`src/hw/tsp_pkg.sv`:
```
// Package for the test set path command decoder.
// Holds command addresses, data field layout, register map and reset values.
package tsp_pkg;

   // Command address codes, one per port group plus the DUT line group
   localparam logic [7:0] TSP_ADDR_GRP0 = 8'h00;
   localparam logic [7:0] TSP_ADDR_GRP1 = 8'h10;
   localparam logic [7:0] TSP_ADDR_GRP2 = 8'h20;
   localparam logic [7:0] TSP_ADDR_GRP3 = 8'h40;
   localparam logic [7:0] TSP_ADDR_DUT = 8'h70;

   // Command data field layout
   localparam int TSP_SRC_LSB = 0;
   localparam int TSP_NOISE_BIT = 3;
   localparam int TSP_RCV_LSB = 4;
   localparam int TSP_CODE_W = 2;
   localparam logic [1:0] TSP_CODE_BAD = 2'h3;

   // Alternate column 0 map: 2 bits per group, group 0 in the low bits
   localparam logic [7:0] TSP_ALT_MAP = {2'h1, 2'h3, 2'h2, 2'h0};

   // Register word offsets (byte addresses)
   localparam logic [3:0] TSP_REG_CMD = 4'h0;
   localparam logic [3:0] TSP_REG_CTRL = 4'h4;
   localparam logic [3:0] TSP_REG_STAT = 4'h8;

   // Field positions inside registers
   localparam int TSP_CMD_ADDR_LSB = 0;
   localparam int TSP_CMD_DATA_LSB = 8;
   localparam int TSP_CTRL_ALT = 0;
   localparam int TSP_CTRL_STANDALONE = 1;
   localparam int TSP_STAT_REJ = 0;
   localparam int TSP_STAT_REJ_CNT_LSB = 8;
   localparam int TSP_STAT_ACC_CNT_LSB = 16;

   // Reset values
   localparam logic [1:0] TSP_CTRL_RESET = 2'h2;
   localparam logic [1:0] TSP_COL_RESET = 2'h0;

   // Command kind after address decode
   typedef enum logic [2:0] {
      TSP_K_GRP0 = 3'b000,
      TSP_K_GRP1 = 3'b001,
      TSP_K_GRP2 = 3'b010,
      TSP_K_GRP3 = 3'b011,
      TSP_K_DUT = 3'b100,
      TSP_K_NONE = 3'b111
   } tsp_kind_t;

endpackage : tsp_pkg

```
`src/hw/tsp_decoder.sv`:
```
// Test set path command decoder: Wishbone slave taking address/data
// commands, driving source/receiver switch selects, noise path and DUT lines.
// Assumes one 50 MHz clock, a classic single-cycle Wishbone master on the
// same clock, and switch/line drivers that follow the registered outputs.
`timescale 1ns/100ps

module tsp_decoder
   import tsp_pkg::*;
#(
   parameter int NUM_GROUPS = 4,
   parameter int NUM_PORTS = 12,
   parameter int NUM_LINES = 8
) (
   // Clock and reset
   input wire logic clock,
   input wire logic reset_n,
   // Wishbone slave
   input wire logic wb_cyc_i,
   input wire logic wb_stb_i,
   input wire logic wb_we_i,
   input wire logic [3:0] wb_adr_i,
   input wire logic [3:0] wb_sel_i,
   input wire logic [31:0] wb_dat_i,
   output logic [31:0] wb_dat_o,
   output logic wb_ack_o,
   // Switch drivers, one bit per test port
   output logic [NUM_PORTS-1:0] src_path,
   output logic [NUM_PORTS-1:0] rcv_path,
   // Noise source path
   output logic noise_on,
   output logic [1:0] noise_col,
   output logic noise_led,
   // DUT control lines, high means upper rail
   output logic [NUM_LINES-1:0] dut_line
);

   // Decode of an 8-bit command address into its kind
   function automatic tsp_kind_t kind_of(input logic [7:0] a);
      case (a)
         TSP_ADDR_GRP0: kind_of = TSP_K_GRP0;
         TSP_ADDR_GRP1: kind_of = TSP_K_GRP1;
         TSP_ADDR_GRP2: kind_of = TSP_K_GRP2;
         TSP_ADDR_GRP3: kind_of = TSP_K_GRP3;
         TSP_ADDR_DUT: kind_of = TSP_K_DUT;
         default: kind_of = TSP_K_NONE;
      endcase
   endfunction : kind_of

   // Port index for a group and column, honouring the alternate map
   function automatic logic [3:0] port_of(input logic [1:0] g, input logic [1:0] c,
                                          input logic alt);
      logic [1:0] row;
      row = alt && (c == TSP_COL_RESET) ? TSP_ALT_MAP[{g, 1'b0} +: 2] : g;
      port_of = {c, row};
   endfunction : port_of

   // Register state
   logic ack_r;
   logic [31:0] dat_r;
   logic alt_r;
   logic standalone_r;
   logic rej_r;
   logic [7:0] rej_cnt_r;
   logic [15:0] acc_cnt_r;
   logic [1:0] src_col_r [NUM_GROUPS];
   logic [1:0] rcv_col_r [NUM_GROUPS];
   logic noise_on_r;
   logic [1:0] noise_col_r;
   logic [NUM_LINES-1:0] dut_r;
   logic [NUM_PORTS-1:0] src_path_r;
   logic [NUM_PORTS-1:0] rcv_path_r;
   logic [NUM_PORTS-1:0] src_path_nxt;
   logic [NUM_PORTS-1:0] rcv_path_nxt;

   // Bus strobes: a write acts at the edge where the master sees ack
   logic bus_req;
   logic wr_go;
   logic wr_cmd;
   logic wr_ctrl;
   logic wr_stat;
   assign bus_req = wb_cyc_i & wb_stb_i;
   assign wr_go = bus_req & wb_we_i & ack_r;
   assign wr_cmd = wr_go && (wb_adr_i == TSP_REG_CMD) && (wb_sel_i[1:0] == 2'h3);
   assign wr_ctrl = wr_go && (wb_adr_i == TSP_REG_CTRL) && wb_sel_i[0];
   assign wr_stat = wr_go && (wb_adr_i == TSP_REG_STAT) && wb_sel_i[0];

   // Command fields
   logic [7:0] c_addr;
   logic [7:0] c_data;
   logic [1:0] c_src;
   logic [1:0] c_rcv;
   logic c_noise;
   tsp_kind_t c_kind;
   assign c_addr = wb_dat_i[TSP_CMD_ADDR_LSB +: 8];
   assign c_data = wb_dat_i[TSP_CMD_DATA_LSB +: 8];
   assign c_src = c_data[TSP_SRC_LSB +: TSP_CODE_W];
   assign c_rcv = c_data[TSP_RCV_LSB +: TSP_CODE_W];
   assign c_noise = c_data[TSP_NOISE_BIT];
   assign c_kind = kind_of(c_addr);

   // Group data validity; noise only at group 0 with matching columns
   logic grp_ok;
   logic cmd_ok;
   always_comb begin
      grp_ok = (c_src != TSP_CODE_BAD) && (c_rcv != TSP_CODE_BAD) &&
               (c_data[2] == 1'b0) && (c_data[7:6] == 2'h0);
      if (c_noise) begin
         grp_ok = grp_ok && (c_kind == TSP_K_GRP0) && (c_src == c_rcv);
      end
      case (c_kind)
         TSP_K_GRP0, TSP_K_GRP1, TSP_K_GRP2, TSP_K_GRP3: cmd_ok = grp_ok;
         TSP_K_DUT: cmd_ok = 1'b1;
         default: cmd_ok = 1'b0;
      endcase
   end

   // Wishbone answer: ack one cycle after request, dropped the cycle after
   always_ff @(posedge clock or negedge reset_n) begin
      if (!reset_n) begin
         ack_r <= 1'b0;
      end else begin
         ack_r <= bus_req & ~ack_r;
      end
   end

   // Read data; command word reads zero so no path state leaks out
   always_ff @(posedge clock or negedge reset_n) begin
      if (!reset_n) begin
         dat_r <= 32'h0;
      end else if (bus_req & ~ack_r) begin
         dat_r <= 32'h0;
         case (wb_adr_i)
            TSP_REG_CTRL: begin
               dat_r[TSP_CTRL_ALT] <= alt_r;
               dat_r[TSP_CTRL_STANDALONE] <= standalone_r;
            end
            TSP_REG_STAT: begin
               dat_r[TSP_STAT_REJ] <= rej_r;
               dat_r[TSP_STAT_REJ_CNT_LSB +: 8] <= rej_cnt_r;
               dat_r[TSP_STAT_ACC_CNT_LSB +: 16] <= acc_cnt_r;
            end
            default: dat_r <= 32'h0;
         endcase
      end
   end

   // Control register: map choice and standalone mode
   always_ff @(posedge clock or negedge reset_n) begin
      if (!reset_n) begin
         alt_r <= TSP_CTRL_RESET[TSP_CTRL_ALT];
         standalone_r <= TSP_CTRL_RESET[TSP_CTRL_STANDALONE];
      end else if (wr_ctrl) begin
         alt_r <= wb_dat_i[TSP_CTRL_ALT];
         standalone_r <= wb_dat_i[TSP_CTRL_STANDALONE];
      end
   end

   // Reject flag: a new reject in the clearing cycle wins over the clear
   always_ff @(posedge clock or negedge reset_n) begin
      if (!reset_n) begin
         rej_r <= 1'b0;
         rej_cnt_r <= 8'h0;
         acc_cnt_r <= 16'h0;
      end else begin
         if (wr_cmd && !cmd_ok) begin
            rej_r <= 1'b1;
            if (rej_cnt_r != 8'hff) begin
               rej_cnt_r <= rej_cnt_r + 8'h1; // Saturates, never wraps to look clean
            end
         end else if (wr_stat && wb_dat_i[TSP_STAT_REJ]) begin
            rej_r <= 1'b0;
         end
         if (wr_cmd && cmd_ok) begin
            acc_cnt_r <= acc_cnt_r + 16'h1;
         end
      end
   end

   // Per-group column latches; only the addressed group moves
   genvar g;
   generate
      for (g = 0; g < NUM_GROUPS; g++) begin : grp
         always_ff @(posedge clock or negedge reset_n) begin
            if (!reset_n) begin
               src_col_r[g] <= TSP_COL_RESET;
               rcv_col_r[g] <= TSP_COL_RESET;
            end else if (wr_cmd && cmd_ok && (c_kind == tsp_kind_t'(g))) begin
               src_col_r[g] <= c_src;
               rcv_col_r[g] <= c_rcv;
            end
         end
      end
   endgenerate

   // Noise path: only group 0 commands in standalone mode touch it
   always_ff @(posedge clock or negedge reset_n) begin
      if (!reset_n) begin
         noise_on_r <= 1'b0;
         noise_col_r <= TSP_COL_RESET;
      end else if (wr_cmd && cmd_ok && (c_kind == TSP_K_GRP0) && standalone_r) begin
         noise_on_r <= c_noise;
         noise_col_r <= c_src;
      end
   end

   // DUT line latches, inverted from the command data; set data bit means lower rail
   always_ff @(posedge clock or negedge reset_n) begin
      if (!reset_n) begin
         dut_r <= '1;
      end else if (wr_cmd && (c_kind == TSP_K_DUT)) begin
         dut_r <= ~c_data[NUM_LINES-1:0];
      end
   end

   // Port select vectors from the group latches
   always_comb begin
      src_path_nxt = '0;
      rcv_path_nxt = '0;
      for (int i = 0; i < NUM_GROUPS; i++) begin
         src_path_nxt[port_of(2'(i), src_col_r[i], alt_r)] = 1'b1;
         rcv_path_nxt[port_of(2'(i), rcv_col_r[i], alt_r)] = 1'b1;
      end
   end

   // Registered switch outputs; one cycle behind the latches, glitch free
   always_ff @(posedge clock or negedge reset_n) begin
      if (!reset_n) begin
         src_path_r <= '0;
         rcv_path_r <= '0;
      end else begin
         src_path_r <= src_path_nxt;
         rcv_path_r <= rcv_path_nxt;
      end
   end

   // Outputs
   assign wb_ack_o = ack_r;
   assign wb_dat_o = dat_r;
   assign src_path = src_path_r;
   assign rcv_path = rcv_path_r;
   assign noise_on = noise_on_r;
   assign noise_col = noise_col_r;
   assign noise_led = noise_on_r;
   assign dut_line = dut_r;

endmodule : tsp_decoder

```
`config.mk`:
```
export PLATFORM = sky130hd
export DESIGN_NAME = tsp_decoder
export DESIGN_NICKNAME = d
export VERILOG_FILES = /design/src/hw/tsp_pkg.sv /design/src/hw/tsp_decoder.sv
export SDC_FILE = /design/constraint.sdc
export NUM_CORES = 1
export LEC_CHECK = 0
export ABC_AREA = 0
export BUFFER_PORTS_ARGS = -buffer_cell sky130_fd_sc_hd__buf_2
export CORE_MARGIN = 2
export CORE_UTILIZATION = 47
export DETAILED_ROUTE_END_ITERATION = 16
export HOLD_SLACK_MARGIN = 0.03
export PLACE_DENSITY = 0.75
export SLEW_MARGIN = 20
export SYNTH_ARGS = -nofsm -noshare
export SYNTH_HDL_FRONTEND = slang
export SYNTH_SLANG_ARGS = --single-unit
```
`constraint.sdc`:
```
create_clock -name clock -period 2.2 [get_ports clock]
set_clock_uncertainty 0.2 [all_clocks]
set_input_delay 0 -clock clock [delete_from_list [all_inputs] [get_ports clock]]
set_output_delay 0 -clock clock [all_outputs]
set_load 0.01 [all_outputs]
```
; Word level (Yosys, flattened, before mapping)
; Index checks and enable logic that the tools add are counted.
[op_classes]
n_addsub = 2
n_lt_le_gt_ge = 16
eq_ne = 15
muxes = 30
bitwise = 13
reduce_logical = 48
[op_table]
columns = op, count
row1 = $or A12 B12 Y12, 4
row2 = $lt A4 B5 Y1 const B, 8
row3 = $logic_and A1 B1 Y1, 34
row4 = $ge A4 B1 Y1 const B, 8
row5 = $demux W1 S4, 6
row6 = $mux W24, 1
row7 = $or A9 B12 Y12, 2
row8 = $add A16 B1 Y16 const B, 1
row9 = $eq A8 B7 Y1 const B, 2
row10 = $pmux W3 S5, 1
row11 = $logic_not A2 Y1, 7
row12 = $mux W1, 14
row13 = $add A8 B1 Y8 const B, 1
row14 = $eq A8 B5 Y1 const B, 1
row15 = $eq A8 B6 Y1 const B, 1
row16 = $logic_not A8 Y1, 1
row17 = $mux W2, 4
row18 = $ne A8 B8 Y1 const B, 1
row19 = $not A8 Y8, 1
row20 = $eq A3 B2 Y1 const B, 2
row21 = $and A1 B1 Y1, 4
row22 = $demux W1 S2, 2
row23 = $eq A4 B3 Y1 const B, 1
row24 = $eq A4 B4 Y1 const B, 1
row25 = 13 further kinds, 16
[word_totals]
reg_bits = 105
input_bits = 45
output_inout_bits = 69

; Logic depth before layout (Yosys ltp)
[logic_depth]
word_depth = 11
mapped_depth = 8
depth_no_buf = 5

; Worst setup path before layout
; Ideal clock, no wire load.
[synth_path]
path_type = reg2reg
start = register ack_r, in the netlist wb_ack_o
end = register rcv_col_r[4] (netlist name)
t_arrival_ns = 2.043
t_required_ns = 1.875
path_slack_ns = -0.168
path_stages_with_launch = 7
n_path_buf = 1
path_cell_list = dfrtp_1 > nand3_1 > nand4bb_1 > or2_2 > clkbuf_1 > nor4_1 > mux2_2
[synth_between]
elab_chain_cells = 5
[synth_rtl]
columns = item, line_no
row1 = start: declaration, tsp_decoder.sv:58  ; logic ack_r;
row2 = start signal: assignment, tsp_decoder.sv:122  ; ack_r <= bus_req & ~ack_r;
row3 = $and A1 B1 Y1, tsp_decoder.sv:82  ; assign wr_go = bus_req & wb_we_i & ack_r;
row4 = $logic_and A1 B1 Y1 (2 in series), tsp_decoder.sv:83  ; assign wr_cmd = wr_go && (wb_adr_i == TSP_REG_CMD) && (wb_sel_i[1:0] == 2'h3);
row5 = $logic_and A1 B1 Y1 (2 in series), tsp_decoder.sv:187  ; end else if (wr_cmd && cmd_ok && (c_kind == tsp_kind_t'(g))) begin
row6 = end signal: indexed assignment, tsp_decoder.sv:189  ; rcv_col_r[g] <= c_rcv;
row7 = end: declaration, tsp_decoder.sv:66  ; logic [1:0] rcv_col_r [NUM_GROUPS];
; No other way between the ends.
; A chain may end at the register's enable or synchronous reset.

; Worst setup path in the final report
[layout_path]
start = register ack_r, in the netlist wb_ack_o
end = register rcv_col_r[7] (netlist name)
; Same word-level chain as after synthesis.

==> flow_metrics.tcl <==
set metrics [dict create \
    max_freq_ghz 0.4810 \
    holdWs_ns 0.01974 \
    wl_mm 9.460 \
    place_area_um2 5015 \
    finalSetupViolCount 0 \
    cts.sinks 105 \
    antenna_found_initial 0 \
    avgSynthCellArea_um2 12.58 \
    diodes 0 \
    antenna_left 0 \
    via_count 3137 \
    synthArstFlopShare_pct 100.0 \
    wl_per_cell_um 16.09 \
    utilization_pct 62.69 \
    timing.final.ws_setup_ns 0.1208 \
    drv_cap 0 \
    stdcell_count 588 \
    status "complete, no violations" \
    placementRows 34 \
    synthTopCellsByArea "dfrtp_1 56%, mux2_2 6.5%, dfstp_2 5.5%" \
    hold_viol_final 0 \
    drc 0 \
    die-width_um 99.82 \
    ys_ff_latch 105 \
    dieArea_um2 9964 \
    finalCritPeriodShare_pct 94.51 \
    cts-root-buf "clkbuf_8" \
    synthMuxAreaShare_pct 9.423 \
    cts_tree "yes" \
    nets 522 \
    synth.most_common_cell "dfrtp_1" \
    grt_pass1_vias 3208 \
    initial_core_util_pct 49.01 \
    synthSimpleGateAreaFrac_pct 13.80 \
    yosysSeqAreaShare_pct 61.15 \
    ys.flop_type "dfrtp_1" \
    dp_hpwl_mm 6.348 \
    arrival_ns 2.13 \
    grt_pass1_wl_mm 15.52 \
    crit_type "reg2reg" \
    first_iter_violations 100 \
    synth_compound_area_share_pct 6.727 \
    synth_top_family_by_area "simple AND/OR/NAND/NOR gates" \
    powerDensity_nw_per_um2 597.0 \
    synthesis.instances 343 \
    synth_cell_types 39 \
    synthesis.area_um2 4315 \
    place.gp.congestion 0.8341 \
    hp-class "in2reg" \
    core-area_um2 8806 \
    syn_to_final_growth_pct 27.92 \
    cts_max_level 3 \
    grt_setup_unrepaired "false" \
    p_leak_nw 2.870 \
    synth_top_cell_area_share_pct 55.67 \
    synth_edf_count 0 \
    stdcell_area_um2 5520 \
    vias_per_cell 5.335 \
    overflow 0 \
    setup_tns_ns 0 \
    clockBufferDepth 2 \
    cp.required_ns 2.26 \
    dp.cells 547 \
    critical_path_peak_fanout 4 \
    start_kind "flip-flop" \
    cts.clk_slew.worst_paths_ns 0.09 \
    drive_gt1_share_pct 36.67 \
    synth-adder-area-share_pct 0.5799 \
    synth_top_area_cell "dfrtp_1" \
    synthXorXnorAreaFrac_pct 4.668 \
    period_needed_ns 2.079 \
    dieHeight_um 99.82 \
    grt_max_degree 48 \
    grt_usage_pct 19.83 \
    cts_buffers 9 \
    ir_drop_v 0.0006524 \
    ys.warnings.count 0 \
    power_mw 3.296 \
    dr.pass1.iters 4 \
    yosys-top-cells-count "96 x dfrtp_1, 25 x a22o_1, 25 x mux2_2" \
    portBuffers 89 \
    final-max-slew-violation-count 0 \
    endpoint_kind "flip-flop" \
    pre_cts_slack_ns -0.2042 \
    clock_latency_ns 0.37 \
    io_pins 114 \
]
[repair_timing]
item                                    in CTS  in global routing
endpoints found under the setup margin       0                 13
hold buffers                                25                  1
gates resized for setup                      0                  8
setup buffers                                0                  0
hold endpoints to repair                   137                  3
[flip-flops by register name, summed over array words and instances (netlist names)]
signal / cells
acc_cnt_r: 16
alt_r: 1
dut_line: 8
noise_col: 2
noise_led: 1
rcv_col_r: 8
rcv_path: 12
rej_cnt_r: 8
rej_r: 1
src_col_r: 8
src_path: 12
standalone_r: 1
wb_ack_o: 1
wb_dat_o: 26
[worst max-delay path, stage by stage, from the launching register on]
cell and delay [ns]:
dfrtp_1 0.37, nand3_1 0.11, nand4bb_4 0.25, or2_4 0.26, or4_4 0.46, mux2_1 0.33
[area by class of cell]
cell class / count / area, um^2
Inverter: 10 / 37.54
Multi-Input combinational cell: 209 / 1597
Sequential cell: 105 / 2639
Clock buffer: 10 / 127.6
Timing Repair Buffer: 140 / 915.9
Clock inverter: 6 / 68.82
Tap cell: 108 / 135.1
Fill cell: 693 / 3286
[routing by layer]
layer	part of all wire (%)	global-route usage, %
met5	0	0
met1	42	25.22
met2	51	33.73
met3	4.4	4.805
met4	1.7	6.322
[logic make-up (layout without fill, tap and decap cells)]
| kind of cell | after synthesis | in the layout |
|---|---|---|
| xor gates and xnor gates | 23 | 23 |
| muxes | 37 | 37 |
| AOI/OAI and AO/OA | 34 | 34 |
| adders and majority gates | 2 | 2 |
| and+or+nand+nor | 107 | 107 |
| DFF | 105 | 105 |
| buffers and inverters | 34 | 166 |
| other | 1 | 6 |
[power by group]
group | total [mW] | leakage (nW) | internal [mW] | switching [mW]
Combinational | 0.190 | 1.39 | 0.0840 | 0.106
Sequential | 1.94 | 1.39 | 1.93 | 0.00342
Clock | 1.17 | 0.0847 | 0.528 | 0.642
[path summary, 6_finish.rpt]
| path | startpoint | to | slack (ns) | cells past startpoint |
|---|---|---|---|---|
| worst max-delay path | wb_ack_o | rcv_col_r[7] | 0.12 | 5 |
| worst min-delay path | wb_dat_i[6] | src_col_r[3] | 0.02 | 4 |
| worst max register to register | wb_ack_o | rcv_col_r[7] | 0.12 | 5 |
| worst min register to register | src_col_r[3] | src_path[6] | 0.26 | 1 |
| max in group asynchronous | reset_n | standalone_r | 0.90 | 4 |
| min in group asynchronous | reset_n | dut_line[4] | 0.58 | 3 |
[cells in the final DEF, fill, tap and decap left out, drive strengths merged, types with 12 or more instances in the layout]
cell type and instances:
a22o 25, buf 116, dfrtp 96, dlygate4sd3 24, mux2 29, nand2 12
nand3 15, nor2 15, nor2b 18, nor3 12, xor2 17
No activity file was read; power rests on OpenSTA's default activity.
